<file path="src/rtl/dgt_pkg.sv">
// Shared constants and types for the dual general timer block
package dgt_pkg;
    // Register byte addresses
    localparam logic [31:0] DGT_A_LOAD_ADDR = 32'hffff0300;
    localparam logic [31:0] DGT_A_COUNT_ADDR = 32'hffff0304;
    localparam logic [31:0] DGT_A_CTRL_ADDR = 32'hffff0308;
    localparam logic [31:0] DGT_A_CLR_ADDR = 32'hffff030c;
    localparam logic [31:0] DGT_B_LOAD_ADDR = 32'hffff0320;
    localparam logic [31:0] DGT_B_COUNT_ADDR = 32'hffff0324;
    localparam logic [31:0] DGT_B_CTRL_ADDR = 32'hffff0328;
    localparam logic [31:0] DGT_B_CLR_ADDR = 32'hffff032c;
    localparam logic [31:0] DGT_B_CAP_ADDR = 32'hffff0330;
    // Reset values
    localparam logic [15:0] DGT_A_LOAD_RST = 16'h0000;
    localparam logic [15:0] DGT_A_COUNT_RST = 16'hffff;
    localparam logic [31:0] DGT_B_COUNT_RST = 32'h0fffffff;
    localparam logic [31:0] DGT_B_LOAD_RST = 32'h00000000;
    // Timer A control fields
    localparam int DGT_A_EN_BIT = 7;
    localparam int DGT_A_PER_BIT = 6;
    localparam int DGT_A_PSC_LSB = 2;
    localparam logic [7:0] DGT_A_CTRL_MASK = 8'hcc;
    // Prescaler terminal values (divide minus one)
    localparam logic [14:0] DGT_DIV1 = 15'h0000;
    localparam logic [14:0] DGT_DIV16 = 15'h000f;
    localparam logic [14:0] DGT_DIV256 = 15'h00ff;
    localparam logic [14:0] DGT_DIV32768 = 15'h7fff;
    // Timer A prescale codes
    localparam logic [1:0] DGT_A_PSC16 = 2'h1;
    localparam logic [1:0] DGT_A_PSC256 = 2'h2;
    // Timer B prescale codes
    localparam logic [3:0] DGT_B_PSC16 = 4'h4;
    localparam logic [3:0] DGT_B_PSC256 = 4'h8;
    localparam logic [3:0] DGT_B_PSC32768 = 4'hf;
    // Timer B clock sources
    localparam logic [2:0] DGT_SRC_CORE = 3'h0;
    localparam logic [2:0] DGT_SRC_XTAL = 3'h1;
    localparam logic [2:0] DGT_SRC_GPIO_A = 3'h2;
    localparam logic [2:0] DGT_SRC_GPIO_B = 3'h3;
    // Timer B count formats
    localparam logic [1:0] DGT_FMT_HMS23 = 2'h2;
    localparam logic [1:0] DGT_FMT_HMS255 = 2'h3;
    localparam logic [7:0] DGT_HOUR_MAX23 = 8'h17;
    localparam logic [7:0] DGT_HOUR_MAX255 = 8'hff;
    localparam logic [7:0] DGT_MIN_MAX = 8'h3b;
    localparam logic [7:0] DGT_HUND_MAX = 8'h63;
    // Event numbering offset between select field and source index
    localparam logic [5:0] DGT_EVT_OFFSET = 6'h02;
    // AXI responses
    localparam logic [1:0] DGT_RESP_OKAY = 2'h0;
    localparam logic [1:0] DGT_RESP_SLVERR = 2'h2;
    // Timer B control layout, bit 17 down to bit 0
    typedef struct packed {
        logic cap_en;
        logic [4:0] evt_sel;
        logic [2:0] clk_sel;
        logic up;
        logic en;
        logic periodic;
        logic [1:0] fmt;
        logic [3:0] psc;
    } dgt_b_ctrl_s;
endpackage

</file>
<file path="src/rtl/dgt_timer.sv">
// Dual general timer with AXI4-Lite register slave
//
// The implementer's own choice: the AXI4-Lite slave port.
`timescale 1ns/100ps
module dgt_timer
    import dgt_pkg::*;
(
    // Clock and reset
    input wire logic CLK,
    input wire logic SRST,
    // AXI4-Lite write address
    input wire logic S_AXI_AWVALID,
    output logic S_AXI_AWREADY,
    input wire logic [31:0] S_AXI_AWADDR,
    input wire logic [2:0] S_AXI_AWPROT,
    // AXI4-Lite write data
    input wire logic S_AXI_WVALID,
    output logic S_AXI_WREADY,
    input wire logic [31:0] S_AXI_WDATA,
    input wire logic [3:0] S_AXI_WSTRB,
    // AXI4-Lite write response
    output logic S_AXI_BVALID,
    input wire logic S_AXI_BREADY,
    output logic [1:0] S_AXI_BRESP,
    // AXI4-Lite read address
    input wire logic S_AXI_ARVALID,
    output logic S_AXI_ARREADY,
    input wire logic [31:0] S_AXI_ARADDR,
    input wire logic [2:0] S_AXI_ARPROT,
    // AXI4-Lite read data
    output logic S_AXI_RVALID,
    input wire logic S_AXI_RREADY,
    output logic [31:0] S_AXI_RDATA,
    output logic [1:0] S_AXI_RRESP,
    // External clock sources, asynchronous
    input wire logic XTAL_CLK_IN,
    input wire logic GPIO_EDGE_INPUT_A,
    input wire logic GPIO_EDGE_INPUT_B,
    // Interrupt sources for capture, same clock
    input wire logic [33:0] IRQ_SOURCES,
    // Timer outputs
    output logic TIMER_A_IRQ,
    output logic TIMER_B_IRQ,
    output logic ADC_START
);
    // Control and data registers
    logic [15:0] load_a; // Timer A reload value
    logic [15:0] cnt_a; // Timer A live count
    logic [7:0] ctrl_a; // Timer A control, reserved bits zero
    logic [31:0] load_b; // Timer B reload value
    logic [31:0] cnt_b; // Timer B live count
    dgt_b_ctrl_s ctrl_b; // Timer B control
    logic [31:0] cap_b; // Timer B capture
    // Prescalers
    logic [14:0] psc_a; // Timer A prescale count
    logic [14:0] psc_b; // Timer B prescale count
    logic [14:0] div_a; // Timer A terminal
    logic [14:0] div_b; // Timer B terminal
    logic tick_a; // Timer A count step
    logic tick_b; // Timer B count step
    logic src_b; // Timer B source tick
    // Synchronisers: crystal, gpio a, gpio b
    logic [2:0] sync1;
    logic [2:0] sync2;
    logic [2:0] sync3;
    // Event edge detect
    logic evt_now; // Selected source level
    logic evt_prev; // Previous level
    // Terminal detection
    logic term_a;
    logic term_b;
    logic [31:0] full_b; // Full scale for current format
    logic [7:0] hmax; // Hour limit
    logic [31:0] next_cnt_b;
    // Bus state
    logic aw_held;
    logic w_held;
    logic [31:0] aw_addr;
    logic [31:0] w_data;
    logic [3:0] w_strb;
    logic [31:0] wr_addr; // Address of write being done
    logic [31:0] wr_data; // Data of write being done
    logic [31:0] wr_mask; // Byte lane mask
    logic do_write;
    logic wr_hit; // Write address mapped
    logic clr_a; // Write to A clear
    logic clr_b; // Write to B clear
    logic [31:0] rd_data;
    logic rd_hit;

    // Increment in hours:minutes:seconds:hundredths, caller excludes full scale
    function automatic logic [31:0] hms_inc(input logic [31:0] v);
        logic [31:0] r;
        r = v;
        if (v[7:0] < DGT_HUND_MAX) begin
            r[7:0] = v[7:0] + 8'h01;
        end else begin
            r[7:0] = 8'h00;
            if (v[15:8] < DGT_MIN_MAX) begin
                r[15:8] = v[15:8] + 8'h01;
            end else begin
                r[15:8] = 8'h00;
                if (v[23:16] < DGT_MIN_MAX) begin
                    r[23:16] = v[23:16] + 8'h01;
                end else begin
                    r[23:16] = 8'h00;
                    r[31:24] = v[31:24] + 8'h01;
                end
            end
        end
        return r;
    endfunction

    // Decrement in hours:minutes:seconds:hundredths, caller excludes zero
    function automatic logic [31:0] hms_dec(input logic [31:0] v);
        logic [31:0] r;
        r = v;
        if (v[7:0] != 8'h00) begin
            r[7:0] = v[7:0] - 8'h01;
        end else begin
            r[7:0] = DGT_HUND_MAX;
            if (v[15:8] != 8'h00) begin
                r[15:8] = v[15:8] - 8'h01;
            end else begin
                r[15:8] = DGT_MIN_MAX;
                if (v[23:16] != 8'h00) begin
                    r[23:16] = v[23:16] - 8'h01;
                end else begin
                    r[23:16] = DGT_MIN_MAX;
                    r[31:24] = v[31:24] - 8'h01;
                end
            end
        end
        return r;
    endfunction

    // two-stage synchronisers
    // First stage feeds only the second; edges are taken on stages two and three
    always_ff @(posedge CLK) begin
        if (SRST) begin
            sync1 <= 3'h0;
            sync2 <= 3'h0;
            sync3 <= 3'h0;
        end else begin
            sync1 <= {GPIO_EDGE_INPUT_B, GPIO_EDGE_INPUT_A, XTAL_CLK_IN};
            sync2 <= sync1;
            sync3 <= sync2;
        end
    end

    // timer A divide select, code 11 falls to divide by one
    always_comb begin
        unique case (ctrl_a[DGT_A_PSC_LSB +: 2])
            DGT_A_PSC16: div_a = DGT_DIV16;
            DGT_A_PSC256: div_a = DGT_DIV256;
            default: div_a = DGT_DIV1;
        endcase
    end

    always_comb begin
        unique case (ctrl_b.psc)
            DGT_B_PSC16: div_b = DGT_DIV16;
            DGT_B_PSC256: div_b = DGT_DIV256;
            DGT_B_PSC32768: div_b = DGT_DIV32768;
            default: div_b = DGT_DIV1;
        endcase
    end

    // source tick, unlisted selects fall back to core clock
    always_comb begin
        unique case (ctrl_b.clk_sel)
            DGT_SRC_XTAL: src_b = sync2[0] & ~sync3[0];
            DGT_SRC_GPIO_A: src_b = sync2[1] & ~sync3[1];
            DGT_SRC_GPIO_B: src_b = sync2[2] & ~sync3[2];
            default: src_b = 1'b1;
        endcase
    end

    // timer A steps on prescaled core clock
    assign tick_a = ctrl_a[DGT_A_EN_BIT] && (psc_a == div_a);
    assign tick_b = ctrl_b.en && src_b && (psc_b == div_b);

    always_ff @(posedge CLK) begin
        if (SRST || !ctrl_a[DGT_A_EN_BIT] || tick_a) begin
            psc_a <= 15'h0000;
        end else begin
            psc_a <= psc_a + 15'h0001;
        end
    end

    // Timer B prescaler advances on source ticks only
    always_ff @(posedge CLK) begin
        if (SRST || !ctrl_b.en || tick_b) begin
            psc_b <= 15'h0000;
        end else if (src_b) begin
            psc_b <= psc_b + 15'h0001;
        end
    end

    // Terminal values
    assign term_a = (cnt_a == 16'h0000);
    assign hmax = (ctrl_b.fmt == DGT_FMT_HMS23) ? DGT_HOUR_MAX23 : DGT_HOUR_MAX255;
    // format 00 and reserved 01 are plain binary
    assign full_b = ctrl_b.fmt[1] ? {hmax, DGT_MIN_MAX, DGT_MIN_MAX, DGT_HUND_MAX} : 32'hffffffff;
    assign term_b = ctrl_b.up ? (cnt_b == full_b) : (cnt_b == 32'h00000000);

    // Timer A counter
    always_ff @(posedge CLK) begin
        if (SRST) begin
            cnt_a <= DGT_A_COUNT_RST;
        end else if (tick_a) begin
            if (term_a && ctrl_a[DGT_A_PER_BIT]) begin
                cnt_a <= load_a;
            end else begin
                cnt_a <= cnt_a - 16'h0001;
            end
        end
    end

    // Timer B next count
    always_comb begin
        if (term_b) begin
            // reload, else wrap to opposite end
            if (ctrl_b.periodic) begin
                next_cnt_b = load_b;
            end else begin
                next_cnt_b = ctrl_b.up ? 32'h00000000 : full_b;
            end
        end else if (ctrl_b.up) begin
            next_cnt_b = ctrl_b.fmt[1] ? hms_inc(cnt_b) : cnt_b + 32'h00000001;
        end else begin
            next_cnt_b = ctrl_b.fmt[1] ? hms_dec(cnt_b) : cnt_b - 32'h00000001;
        end
    end

    always_ff @(posedge CLK) begin
        if (SRST) begin
            cnt_b <= DGT_B_COUNT_RST;
        end else if (tick_b) begin
            cnt_b <= next_cnt_b;
        end
    end

    // interrupt flags, a terminal step wins over a clear
    always_ff @(posedge CLK) begin
        if (SRST) begin
            TIMER_A_IRQ <= 1'b0;
            TIMER_B_IRQ <= 1'b0;
        end else begin
            TIMER_A_IRQ <= (tick_a && term_a) || (TIMER_A_IRQ && !clr_a);
            TIMER_B_IRQ <= (tick_b && term_b) || (TIMER_B_IRQ && !clr_b);
        end
    end

    // one-cycle conversion start on each timer B terminal step
    always_ff @(posedge CLK) begin
        if (SRST) begin
            ADC_START <= 1'b0;
        end else begin
            ADC_START <= tick_b && term_b;
        end
    end

    // select n picks source n plus two
    assign evt_now = IRQ_SOURCES[{1'b0, ctrl_b.evt_sel} + DGT_EVT_OFFSET];

    // Event level history for rising edge
    always_ff @(posedge CLK) begin
        if (SRST) begin
            evt_prev <= 1'b0;
        end else begin
            evt_prev <= evt_now;
        end
    end

    // capture on each rising edge when enabled
    always_ff @(posedge CLK) begin
        if (SRST) begin
            cap_b <= 32'h00000000;
        end else if (ctrl_b.cap_en && evt_now && !evt_prev) begin
            cap_b <= cnt_b;
        end
    end

    // Write channel acceptance, both halves may arrive in either order
    assign S_AXI_AWREADY = !aw_held && !S_AXI_BVALID;
    assign S_AXI_WREADY = !w_held && !S_AXI_BVALID;
    assign wr_addr = aw_held ? aw_addr : S_AXI_AWADDR;
    assign wr_data = w_held ? w_data : S_AXI_WDATA;
    assign do_write = (aw_held || (S_AXI_AWVALID && S_AXI_AWREADY))
        && (w_held || (S_AXI_WVALID && S_AXI_WREADY));
    assign wr_mask = w_held ? {{8{w_strb[3]}}, {8{w_strb[2]}}, {8{w_strb[1]}}, {8{w_strb[0]}}}
        : {{8{S_AXI_WSTRB[3]}}, {8{S_AXI_WSTRB[2]}}, {8{S_AXI_WSTRB[1]}}, {8{S_AXI_WSTRB[0]}}};
    assign clr_a = do_write && (wr_addr == DGT_A_CLR_ADDR);
    assign clr_b = do_write && (wr_addr == DGT_B_CLR_ADDR);
    // Read-only registers accept writes silently
    assign wr_hit = (wr_addr == DGT_A_LOAD_ADDR) || (wr_addr == DGT_A_COUNT_ADDR)
        || (wr_addr == DGT_A_CTRL_ADDR) || (wr_addr == DGT_A_CLR_ADDR)
        || (wr_addr == DGT_B_LOAD_ADDR) || (wr_addr == DGT_B_COUNT_ADDR)
        || (wr_addr == DGT_B_CTRL_ADDR) || (wr_addr == DGT_B_CLR_ADDR)
        || (wr_addr == DGT_B_CAP_ADDR);

    // Holding of one half while the other is awaited
    always_ff @(posedge CLK) begin
        if (SRST || do_write) begin
            aw_held <= 1'b0;
            w_held <= 1'b0;
        end else begin
            if (S_AXI_AWVALID && S_AXI_AWREADY) begin
                aw_held <= 1'b1;
            end
            if (S_AXI_WVALID && S_AXI_WREADY) begin
                w_held <= 1'b1;
            end
        end
    end

    // Captured payloads
    always_ff @(posedge CLK) begin
        if (SRST) begin
            aw_addr <= 32'h00000000;
            w_data <= 32'h00000000;
            w_strb <= 4'h0;
        end else begin
            if (S_AXI_AWVALID && S_AXI_AWREADY) begin
                aw_addr <= S_AXI_AWADDR;
            end
            if (S_AXI_WVALID && S_AXI_WREADY) begin
                w_data <= S_AXI_WDATA;
                w_strb <= S_AXI_WSTRB;
            end
        end
    end

    // Write response
    always_ff @(posedge CLK) begin
        if (SRST) begin
            S_AXI_BVALID <= 1'b0;
            S_AXI_BRESP <= DGT_RESP_OKAY;
        end else if (do_write) begin
            S_AXI_BVALID <= 1'b1;
            S_AXI_BRESP <= wr_hit ? DGT_RESP_OKAY : DGT_RESP_SLVERR;
        end else if (S_AXI_BREADY) begin
            S_AXI_BVALID <= 1'b0;
        end
    end

    // Software-written registers, byte lanes honoured
    always_ff @(posedge CLK) begin
        if (SRST) begin
            load_a <= DGT_A_LOAD_RST;
            load_b <= DGT_B_LOAD_RST;
            ctrl_a <= 8'h00;
            ctrl_b <= '0;
        end else if (do_write) begin
            if (wr_addr == DGT_A_LOAD_ADDR) begin
                load_a <= (load_a & ~wr_mask[15:0]) | (wr_data[15:0] & wr_mask[15:0]);
            end
            if (wr_addr == DGT_A_CTRL_ADDR) begin
                ctrl_a <= ((ctrl_a & ~wr_mask[7:0]) | (wr_data[7:0] & wr_mask[7:0])) & DGT_A_CTRL_MASK;
            end
            if (wr_addr == DGT_B_LOAD_ADDR) begin
                load_b <= (load_b & ~wr_mask) | (wr_data & wr_mask);
            end
            if (wr_addr == DGT_B_CTRL_ADDR) begin
                ctrl_b <= (ctrl_b & ~wr_mask[17:0]) | (wr_data[17:0] & wr_mask[17:0]);
            end
        end
    end

    // Read mux, count registers return live state
    always_comb begin
        rd_hit = 1'b1;
        unique case (S_AXI_ARADDR)
            DGT_A_LOAD_ADDR: rd_data = {16'h0000, load_a};
            DGT_A_COUNT_ADDR: rd_data = {16'h0000, cnt_a};
            DGT_A_CTRL_ADDR: rd_data = {24'h000000, ctrl_a};
            DGT_B_LOAD_ADDR: rd_data = load_b;
            DGT_B_COUNT_ADDR: rd_data = cnt_b;
            DGT_B_CTRL_ADDR: rd_data = {14'h0000, ctrl_b};
            DGT_B_CAP_ADDR: rd_data = cap_b;
            // Clear registers are write-only and read zero
            DGT_A_CLR_ADDR, DGT_B_CLR_ADDR: rd_data = 32'h00000000;
            default: begin
                rd_data = 32'h00000000;
                rd_hit = 1'b0;
            end
        endcase
    end

    // Read channel, one read outstanding
    assign S_AXI_ARREADY = !S_AXI_RVALID;
    always_ff @(posedge CLK) begin
        if (SRST) begin
            S_AXI_RVALID <= 1'b0;
            S_AXI_RDATA <= 32'h00000000;
            S_AXI_RRESP <= DGT_RESP_OKAY;
        end else if (S_AXI_ARVALID && S_AXI_ARREADY) begin
            S_AXI_RVALID <= 1'b1;
            S_AXI_RDATA <= rd_data;
            S_AXI_RRESP <= rd_hit ? DGT_RESP_OKAY : DGT_RESP_SLVERR;
        end else if (S_AXI_RREADY) begin
            S_AXI_RVALID <= 1'b0;
        end
    end
endmodule

</file>
<file path="config.mk">
export PLATFORM = sky130hd
export DESIGN_NAME = dgt_timer
export DESIGN_NICKNAME = d
export VERILOG_FILES = /design/src/rtl/dgt_pkg.sv /design/src/rtl/dgt_timer.sv
export SDC_FILE = /design/constraint.sdc
export NUM_CORES = 1
export LEC_CHECK = 0
export ABC_AREA = 0
export BUFFER_PORTS_ARGS = -buffer_cell sky130_fd_sc_hd__buf_2
export CORE_MARGIN = 2
export CORE_UTILIZATION = 55
export DETAILED_ROUTE_END_ITERATION = 7
export PLACE_DENSITY = 0.84
export SYNTH_ARGS = -nofsm -noshare
export SYNTH_HDL_FRONTEND = slang
export SYNTH_SLANG_ARGS = --single-unit
</file>
<file path="constraint.sdc">
create_clock -name CLK -period 3.34 [get_ports CLK]
set_clock_uncertainty 0.05 [all_clocks]
set_input_delay 0.334 -clock CLK [delete_from_list [all_inputs] [get_ports CLK]]
set_output_delay 0.334 -clock CLK [all_outputs]
set_load 0.01 [all_outputs]
</file>
**Yosys cells after proc, flatten, opt, wreduce, memory -nomap -nowiden**

Cells that the tools add are included.

- Eq/ne operators: 36
- Reduce and logical (&&, ||, !) cells: 59
- Mux-type cells: 38
- Order comparisons: 4
- Add/subtract/negate cells: 14
- Bitwise operators: 22

Operator list:

| cell | count |
|---|---|
| == test 32 bit, second input constant | 18 |
| 2-to-1 mux 32 bit | 10 |
| one-hot mux 32 bit (7 select lines) | 1 |
| 2-to-1 mux 8 bit | 9 |
| bitwise AND 32 bit | 2 |
| 2-to-1 mux 16 bit | 3 |
| 2-to-1 mux 24 bit | 2 |
| one-hot mux 15 bit (3 select lines) | 1 |
| bitwise AND 18 bit | 2 |
| adder 32 x 1 -> 32 bit, second input constant | 1 |
| adder 8 x 1 -> 8 bit, second input constant | 4 |
| bitwise AND 16 bit | 2 |
| == test 32 bit | 1 |
| logical NOT 32 bit | 1 |
| NOT 32 bit | 1 |
| bitwise OR 32 bit | 1 |
| subtractor 32 x 1 -> 32 bit, second input constant | 1 |
| subtractor 8 x 1 -> 8 bit, second input constant | 4 |
| adder 15 x 1 -> 15 bit, second input constant | 2 |
| == test 15 bit | 2 |
| inequality test 4 bit, second input constant | 6 |
| nonzero test 8 bit | 3 |
| logical AND 1 bit | 18 |
| NOT 18 bit | 1 |
| other kinds (33) | 77 |

- Flip-flop bits (word level): 301
- Input port bits: 150
- Output and inout port bits: 44
- Logic and storage cells: 209

**Logic depth before layout (Yosys ltp)**

Gate-level depths: netlist of run 1.

- Depth in word-level cells: 11
- Mapped depth: 12
- Gate-level depth less buffers: 9

**Worst setup path after synthesis of run 1**

Ideal clock, no wire load.

- Kind: flip-flop to flip-flop
- Start: register cnt_b[16]
- End: register cnt_b[7]
- Path slack: 0.631 ns
- Required time: 3.170 ns
- Path buffers: 1
- Cell stages (with the launch flop): 11
- Setup time: 0.120 ns
- Period minus slack after synthesis: 2.709 ns
- Arrival time: 2.540 ns
- Cells stage by stage: dfxtp_1 -> clkbuf_1 -> inv_1 -> ha_1 -> nor3b_1 -> nand2_1 -> nor4_2 -> a21oi_1 -> a21oi_2 -> a211oi_1 -> a211o_1

- Longest elaborated chain between the ends: 3
- Elaborated cells on any way between the ends: 4
- Those cells by class: 1 x eq/ne; 2 x mux; 1 x reduce/logical

Ends and longest elaborated chain:

| element | RTL line | text |
|---|---|---|
| from (decl) | dgt_timer.sv:51 | `logic [31:0] cnt_b;` |
| from (signal assigned) | dgt_timer.sv:240 | `cnt_b <= next_cnt_b;` |
| == test 32 bit or logical NOT 32 bit (tied branches) | dgt_timer.sv:205 | `assign term_b = ctrl_b.up ? (cnt_b == full_b) : (cnt_b == 32'h00000000);` |
| 2-to-1 mux 1 bit * | dgt_timer.sv:205 |  |
| 2-to-1 mux 32 bit * | dgt_timer.sv:222 | `if (term_b) begin` |

Every way passes the cells marked *; elsewhere a longest branch is shown, timed or not.
A chain may end at the register's enable or synchronous reset.

==> results of run 1 <==
==> stage by stage <==
step	hold slack, ns	utilization [%]
2_1_floorplan	0.364	-
6_report	0.00826	66.8
3_5_place_dp	0.380	60.7
4_1_cts	0.00165	66.8
3_3_place_gp	0.381	60.7
5_1_grt	0.0115	66.8
==> placed cells by master (no fill, tap or decap), drive strengths merged, types with 22 or more instances in the layout <==
| cell | count |
|---|---|
| a21oi | 205 |
| nor2b | 28 |
| inv | 33 |
| clkbuf | 42 |
| xnor2 | 25 |
| nand4 | 35 |
| o21a | 46 |
| nor3 | 38 |
| nand3 | 46 |
| dfxtp | 299 |
| buf | 254 |
| nor4 | 33 |
| mux2i | 67 |
| a22oi | 37 |
| nor2 | 173 |
| o21ai | 79 |
| nand2 | 296 |
| a221oi | 35 |
| o211ai | 22 |
| a211oi | 32 |
| dlygate4sd3 | 69 |
==> kinds of logic (layout without fill, tap and decap cells) <==
| kind of cell | count (synthesis) | after routing |
|---|---|---|
| DFF | 299 | 299 |
| xor gates and xnor gates | 46 | 46 |
| buffers and inverters | 195 | 414 |
| and+or+nand+nor | 769 | 769 |
| muxes | 92 | 92 |
| other | 1 | 3 |
| AOI/OAI and AO/OA | 597 | 597 |
| adders and majority gates | 15 | 15 |
==> cell type report <==
| type | count | share of cell area (%) |
|---|---|---|
| Inverter | 35 | 0.681 |
| Clock inverter | 14 | 0.973 |
| Sequential cell | 299 | 31.1 |
| Multi-Input combinational cell | 1521 | 49.0 |
| Timing Repair Buffer | 323 | 11.2 |
| Clock buffer | 42 | 4.60 |
| Antenna cell | 1 | 0.0130 |
| Tap cell | 384 | 2.49 |
==> per-layer routing <==
metal	part of all wire [%]	vias to the layer above
met4	4.7	2
met2	47	1136
li1	-	7797
met5	0.024	-
met3	9.8	217
met1	38	8118
==> critical path, cell delays in order (launching register included) <==
cell and delay, ns:
dfxtp_1 0.86, buf_4 0.44, o211ai_1 0.25, a21oi_1 0.21, nor2_1 0.06, a2111oi_0 0.94
o2bb2ai_1 0.17, o21ai_0 0.18
==> path summary, 6_finish.rpt <==
path / slack, ns / depth (start not counted) / to / from
hold reg to reg: 0.40 / 1 / sync2[2]$_SDFF_PP0_ / sync1[2]$_SDFF_PP0_
setup reg to reg: 0.11 / 7 / cnt_b[11]$_SDFFE_PP1P_ / flop
setup / recovery: 0.11 / 7 / cnt_b[11]$_SDFFE_PP1P_ / flop
hold / removal: 0.008 / 3 / aw_addr[5]$_SDFFE_PP0P_ / S_AXI_AWADDR[5]
==> power by group through the flow <==
stage / sequential (mW) / clock, mW / combinational (mW)
final: 3.69 / 3.64 / 0.673
after global routing: 3.69 / 3.79 / 0.718
after CTS: 3.68 / 3.63 / 0.630
after detailed placement: 3.76 / 0 / 0.562
after global placement: 3.76 / 0 / 0.543
after floorplan: 3.75 / 0 / 0.362
==> impl_metrics.py, run 1 <==
metrics = {
    "layout": {
        "syn2layout_area_growth_pct": 19.0,
        "final_layout_size_suffix_gt1_share_pct": 16.6,
        "final_cell_count_no_fill": 2619,
        "layout.area.seq_um2": 5990,
        "multi_input_area_um2": 9440,
        "nets": 2375,
        "final_area_um2": 19300,
        "fillerInstances": 2256,
    },
    "power": {
        "clockPowerShare_pct": 45.5,
        "combPwrFrac_pct": 8.4,
        "p_leak_nw": 7.49,
        "seqPwrFrac_pct": 46.1,
        "ir_drop_mv": 0.510,
        "finalPower_mw": 8.00,
        "switching_share_pct": 24.0,
        "p_per_area_nw_per_um2": 415,
        "switching_power_mw": 1.92,
        "internal-power_mw": 6.08,
    },
    "critical_path": {
        "worst_ep_required_time_ns": 3.77,
        "end_kind": "flop",
        "start_kind": "flop",
        "arrival_ns": 3.66,
        "crit_fanout": 29,
        "worstSetupPathType": "flop to flop",
    },
    "floorplan": {
        "dieArea_um2": 30900,
        "io_pins": 194,
        "die_h_um": 176,
        "core_area_um2": 28900,
        "rows": 62,
        "die_width_um": 176,
        "initial_core_util_pct": 56.2,
    },
    "sta": {
        "setup-tns-final_ns": 0,
        "slew_viol_final": 0,
        "rsz0062_at_grt": "no",
        "finalWorstSetupSlack_ns": 0.111,
        "hold_viol_final": 0,
        "setup_viol": 0,
        "timing.fmax_ghz": 0.310,
        "slew_headroom_pct": 19.4,
        "fin_crit_ns": 3.23,
        "period_share_pct": 96.7,
        "tightest_slew_ns": 1.21,
    },
    "placed_design": {
        "post-place-ws_ns": 0.201,
        "gp_congestion": 0.958,
        "dp_cells": 2493,
        "dp_hpwl_um": 36500,
        "placed_cell_area_um2": 17500,
        "port_buffers": 185,
    },
    "yosys": {
        "synth_ff_type": "dfxtp_1",
        "syn_area_um2": 16200,
        "synth_xor_area_share_pct": 2.49,
        "synthMostInstantiatedCell": "dfxtp_1",
        "synth_top_cells_by_area": "dfxtp_1 37%, nand2_1 6.9%, a21oi_1 6.2%",
        "async_flop_share_pct": 0,
        "yosysTopAreaCell": "dfxtp_1",
        "ys_ff_latch": 299,
        "synthSimpleGateAreaFrac_pct": 23.1,
        "synth.yosys.warnings": 0,
        "muxShareOfSynthArea_pct": 6.78,
        "syn_area_per_cell_um2": 8.05,
        "ys_seq_area_share_pct": 36.9,
        "ys_top_cells_by_count": "299 x dfxtp_1, 296 x nand2_1, 202 x a21oi_1",
        "synth_fa_ha_area_share_pct": 1.16,
        "yosysTopAreaCellShare_pct": 36.9,
        "synth_top_family_by_area": "compound AO/OA/AOI/OAI gates",
        "synth_edf_count": 0,
        "synth.distinct_cells": 93,
        "synth_compound_area_share_pct": 24.5,
        "syn_inst": 2014,
    },
    "status": {
        "violations": "DRC",
        "outcome": "finished with violations",
    },
    "global_route": {
        "grt_max_degree": 80,
        "grt_pass1_wl_um": 86100,
        "overflow": 0,
        "grt_pass1_vias": 16399,
        "met1_usage_pct": 42.7,
        "antenna_found_initial": 2,
        "grt_util_all_layers_pct": 34.2,
        "use_met2_pct": 58.1,
        "use_met3_pct": 5.89,
        "busiest_layer": "met2",
    },
    "drt": {
        "vias": 17270,
        "viasPerCell": 6.59,
        "wl_per_cell_um": 21.0,
        "dr.pass1.iters": 8,
        "drc_errors": 8,
        "wl_um": 55100,
        "drt-initial-drc-count": 2319,
        "ant_nets": 0,
    },
    "clock_network": {
        "cts_buffer_depth": 3,
        "ctsResizeCount": 0,
        "post-cts-setup-buffers": 0,
        "cts_root_buffer": "clkbuf_16",
        "clk_latency_ns": 0.56,
        "cts_hold_buf": 69,
        "cts.sinks": 299,
        "cts_tree": "built",
        "clkTransAtPathRegs_ns": 0.06,
        "cts_buffers": 30,
        "ctsHtreeMaxLevel": 1,
    },
    "worst_hold_path": {
        "min_path_type": "primary input to flop",
    },
    "flow_run": {
        "maxCapViolCount": 0,
    },
}
No activity file was read; power rests on OpenSTA's default activity.
==> inputs of run 2 (changes only) <==
--- a/config.mk
+++ b/config.mk
@@ -10,4 +10,5 @@
 export CORE_MARGIN = 2
 export CORE_UTILIZATION = 55
+export CTS_CLUSTER_SIZE = 24
 export DETAILED_ROUTE_END_ITERATION = 7
 export PLACE_DENSITY = 0.84
==> constraint.sdc (replaced) <==
create_clock -name CLK -period 3.34 [get_ports CLK]
set_clock_uncertainty 0.05 [all_clocks]
set_input_delay 0.167 -clock CLK [delete_from_list [all_inputs] [get_ports CLK]]
set_output_delay 0.167 -clock CLK [all_outputs]
set_load 0.01 [all_outputs]
==> impl_metrics.py, run 2 (synthesized netlist as in run 1, its figures left out) <==
metrics = {
    "status": {
        "outcome": "completed",
    },
    "floorplan": {
        "io_pins": 194,
        "die_width_um": 176,
        "die_h_um": 176,
        "initial_core_util_pct": 56.2,
        "rows": 62,
        "core_area_um2": 28900,
        "dieArea_um2": 30900,
    },
    "worst_hold_path": {
        "min_path_type": "primary input to flop",
        "min-delay-start": "S_AXI_AWVALID",
    },
    "critical_path": {
        "slowest_stage": "nor4_2",
        "crit_fanout": 9,
        "worstReg2RegStart": "cnt_b[8]$_SDFFE_PP1P_",
        "end_kind": "flop",
        "worstSetupPathType": "flop to flop",
        "cpLargestDelayFamily": "simple AND/OR/NAND/NOR gates",
        "worst_ep_required_time_ns": 3.73,
        "path_cells": "inv_1 > ha_1 > nor4b_2 > nand2_1 > nor4_2 > a21o_1 > nand2_1 > a21oi_1 > o31ai_1",
        "cpMostUsedCell": "nand2_1",
        "slowest_delay_ns": 0.47,
        "start_kind": "flop",
        "arrival_ns": 3.50,
        "critPathBufInv": 1,
        "cp-startpoint": "cnt_b[8]$_SDFFE_PP1P_",
    },
    "global_route": {
        "grt_pass1_vias": 16207,
        "overflow": 0,
        "grt_max_degree": 172,
        "grt_pass1_wl_um": 85800,
        "grt_util_all_layers_pct": 34.1,
        "antenna_found_initial": 1,
    },
    "drt": {
        "ant_nets": 0,
        "vias": 16951,
        "drc_errors": 0,
        "wl_per_cell_um": 20.8,
        "wl_um": 54600,
        "drt-initial-drc-count": 2044,
        "viasPerCell": 6.46,
        "dr.pass1.iters": 8,
    },
    "clock_network": {
        "post-cts-setup-buffers": 0,
        "cts_buffer_depth": 3,
        "cts_root_buffer": "clkbuf_16",
        "clk_latency_ns": 0.57,
        "clkTransAtPathRegs_ns": 0.07,
        "cts_tree": "built",
        "ctsHtreeMaxLevel": 1,
        "ctsResizeCount": 0,
        "cts.sinks": 299,
        "cts_hold_buf": 75,
        "cts_buffers": 30,
    },
    "power": {
        "p_per_area_nw_per_um2": 409,
        "seqPwrFrac_pct": 46.8,
        "switching_power_mw": 1.92,
        "p_leak_nw": 7.50,
        "finalPower_mw": 7.88,
        "switching_share_pct": 24.4,
        "internal-power_mw": 5.96,
        "clockPowerShare_pct": 44.7,
        "combPwrFrac_pct": 8.5,
        "ir_drop_mv": 0.495,
    },
    "sta": {
        "timing.fmax_ghz": 0.321,
        "fin_crit_ns": 3.11,
        "slew_viol_final": 0,
        "slew_headroom_pct": 18.0,
        "tightest_slew_ns": 1.23,
        "hold_viol_final": 0,
        "period_share_pct": 93.1,
        "setup_viol": 0,
        "setup-tns-final_ns": 0,
        "rsz0062_at_grt": "no",
        "hold_ws_ns": 0.113,
    },
    "placed_design": {
        "dp_hpwl_um": 36200,
        "port_buffers": 185,
        "gp_congestion": 0.971,
    },
    "flow_run": {
        "maxCapViolCount": 0,
    },
    "layout": {
        "nets": 2382,
        "final_cell_mix": "298 x dfxtp_1, 296 x nand2_1, 201 x a21oi_1",
        "syn2layout_area_growth_pct": 19.1,
        "final_layout_size_suffix_gt1_share_pct": 16.4,
        "layout_commonest_cell": "dfxtp_1",
    },
}
-- run 2: changes by cell type in the layout (fill, tap and decap cells not counted), sizes merged --
cell         previous run  this run
buf                   254       255
bufinv                  4         5
clkbuf                 42        36
clkinv                 11        13
clkinvlp                1         2
dlygate4sd3            69        75
-- run 2: through the flow --
step                      setup slack [ns]  instances  cell area [um^2]  util, %
after floorplan                      0.631       2015             16200        -
after global placement               0.347       2494             17500     60.8
after detailed placement             0.251       2494             17500     60.8
after CTS                            0.242       2623             19300     66.9
after global routing               0.00761       2624             19300     66.9
final                                0.229       2624             19300     66.9
-- run 2: final timing paths --
check | to | slack, ns | depth (start not counted)
worst max-delay path | cnt_b[16]$_SDFFE_PP1P_ | 0.23 | 9
worst min-delay path | S_AXI_BVALID$_SDFFE_PP0P_ | 0.11 | 4
worst max register to register | cnt_b[16]$_SDFFE_PP1P_ | 0.23 | 9
worst min register to register | sync2[2]$_SDFF_PP0_ | 0.39 | 1
-- run 2: tightest hold or removal path, cell delays in order --
cell     delay (ns)
buf_2          0.10
o22ai_1        0.09
a21o_1         0.20
a21oi_1        0.12
-- run 2: power groups by stage --
stage / sequential [mW] / combinational [mW] / clock [mW]
finish: 3.69 / 0.673 / 3.52
floorplan: 3.75 / 0.362 / 0
CTS: 3.68 / 0.634 / 3.51
global route: 3.69 / 0.723 / 3.66
detailed placement: 3.76 / 0.562 / 0
global placement: 3.76 / 0.543 / 0
-- run 2: cell type report --
type	instances	area, um^2
Clock inverter	18	243
Multi-Input combinational cell	1521	9440
Inverter	35	131
Timing Repair Buffer	330	2250
Clock buffer	36	773
Tap cell	384	480
Antenna cell	1	2.50
Fill cell	2262	9560
Sequential cell	299	5990
-- run 2: routing by layer --
layer  vias up  global-route usage (%)  routed length (um)
li1       7803                       -                   -
met1      7970                    43.7               21400
met2      1004                    56.3               25700
met3       174                    5.97                5020
met4         0                    15.3                2500
met5         -                       0                   0
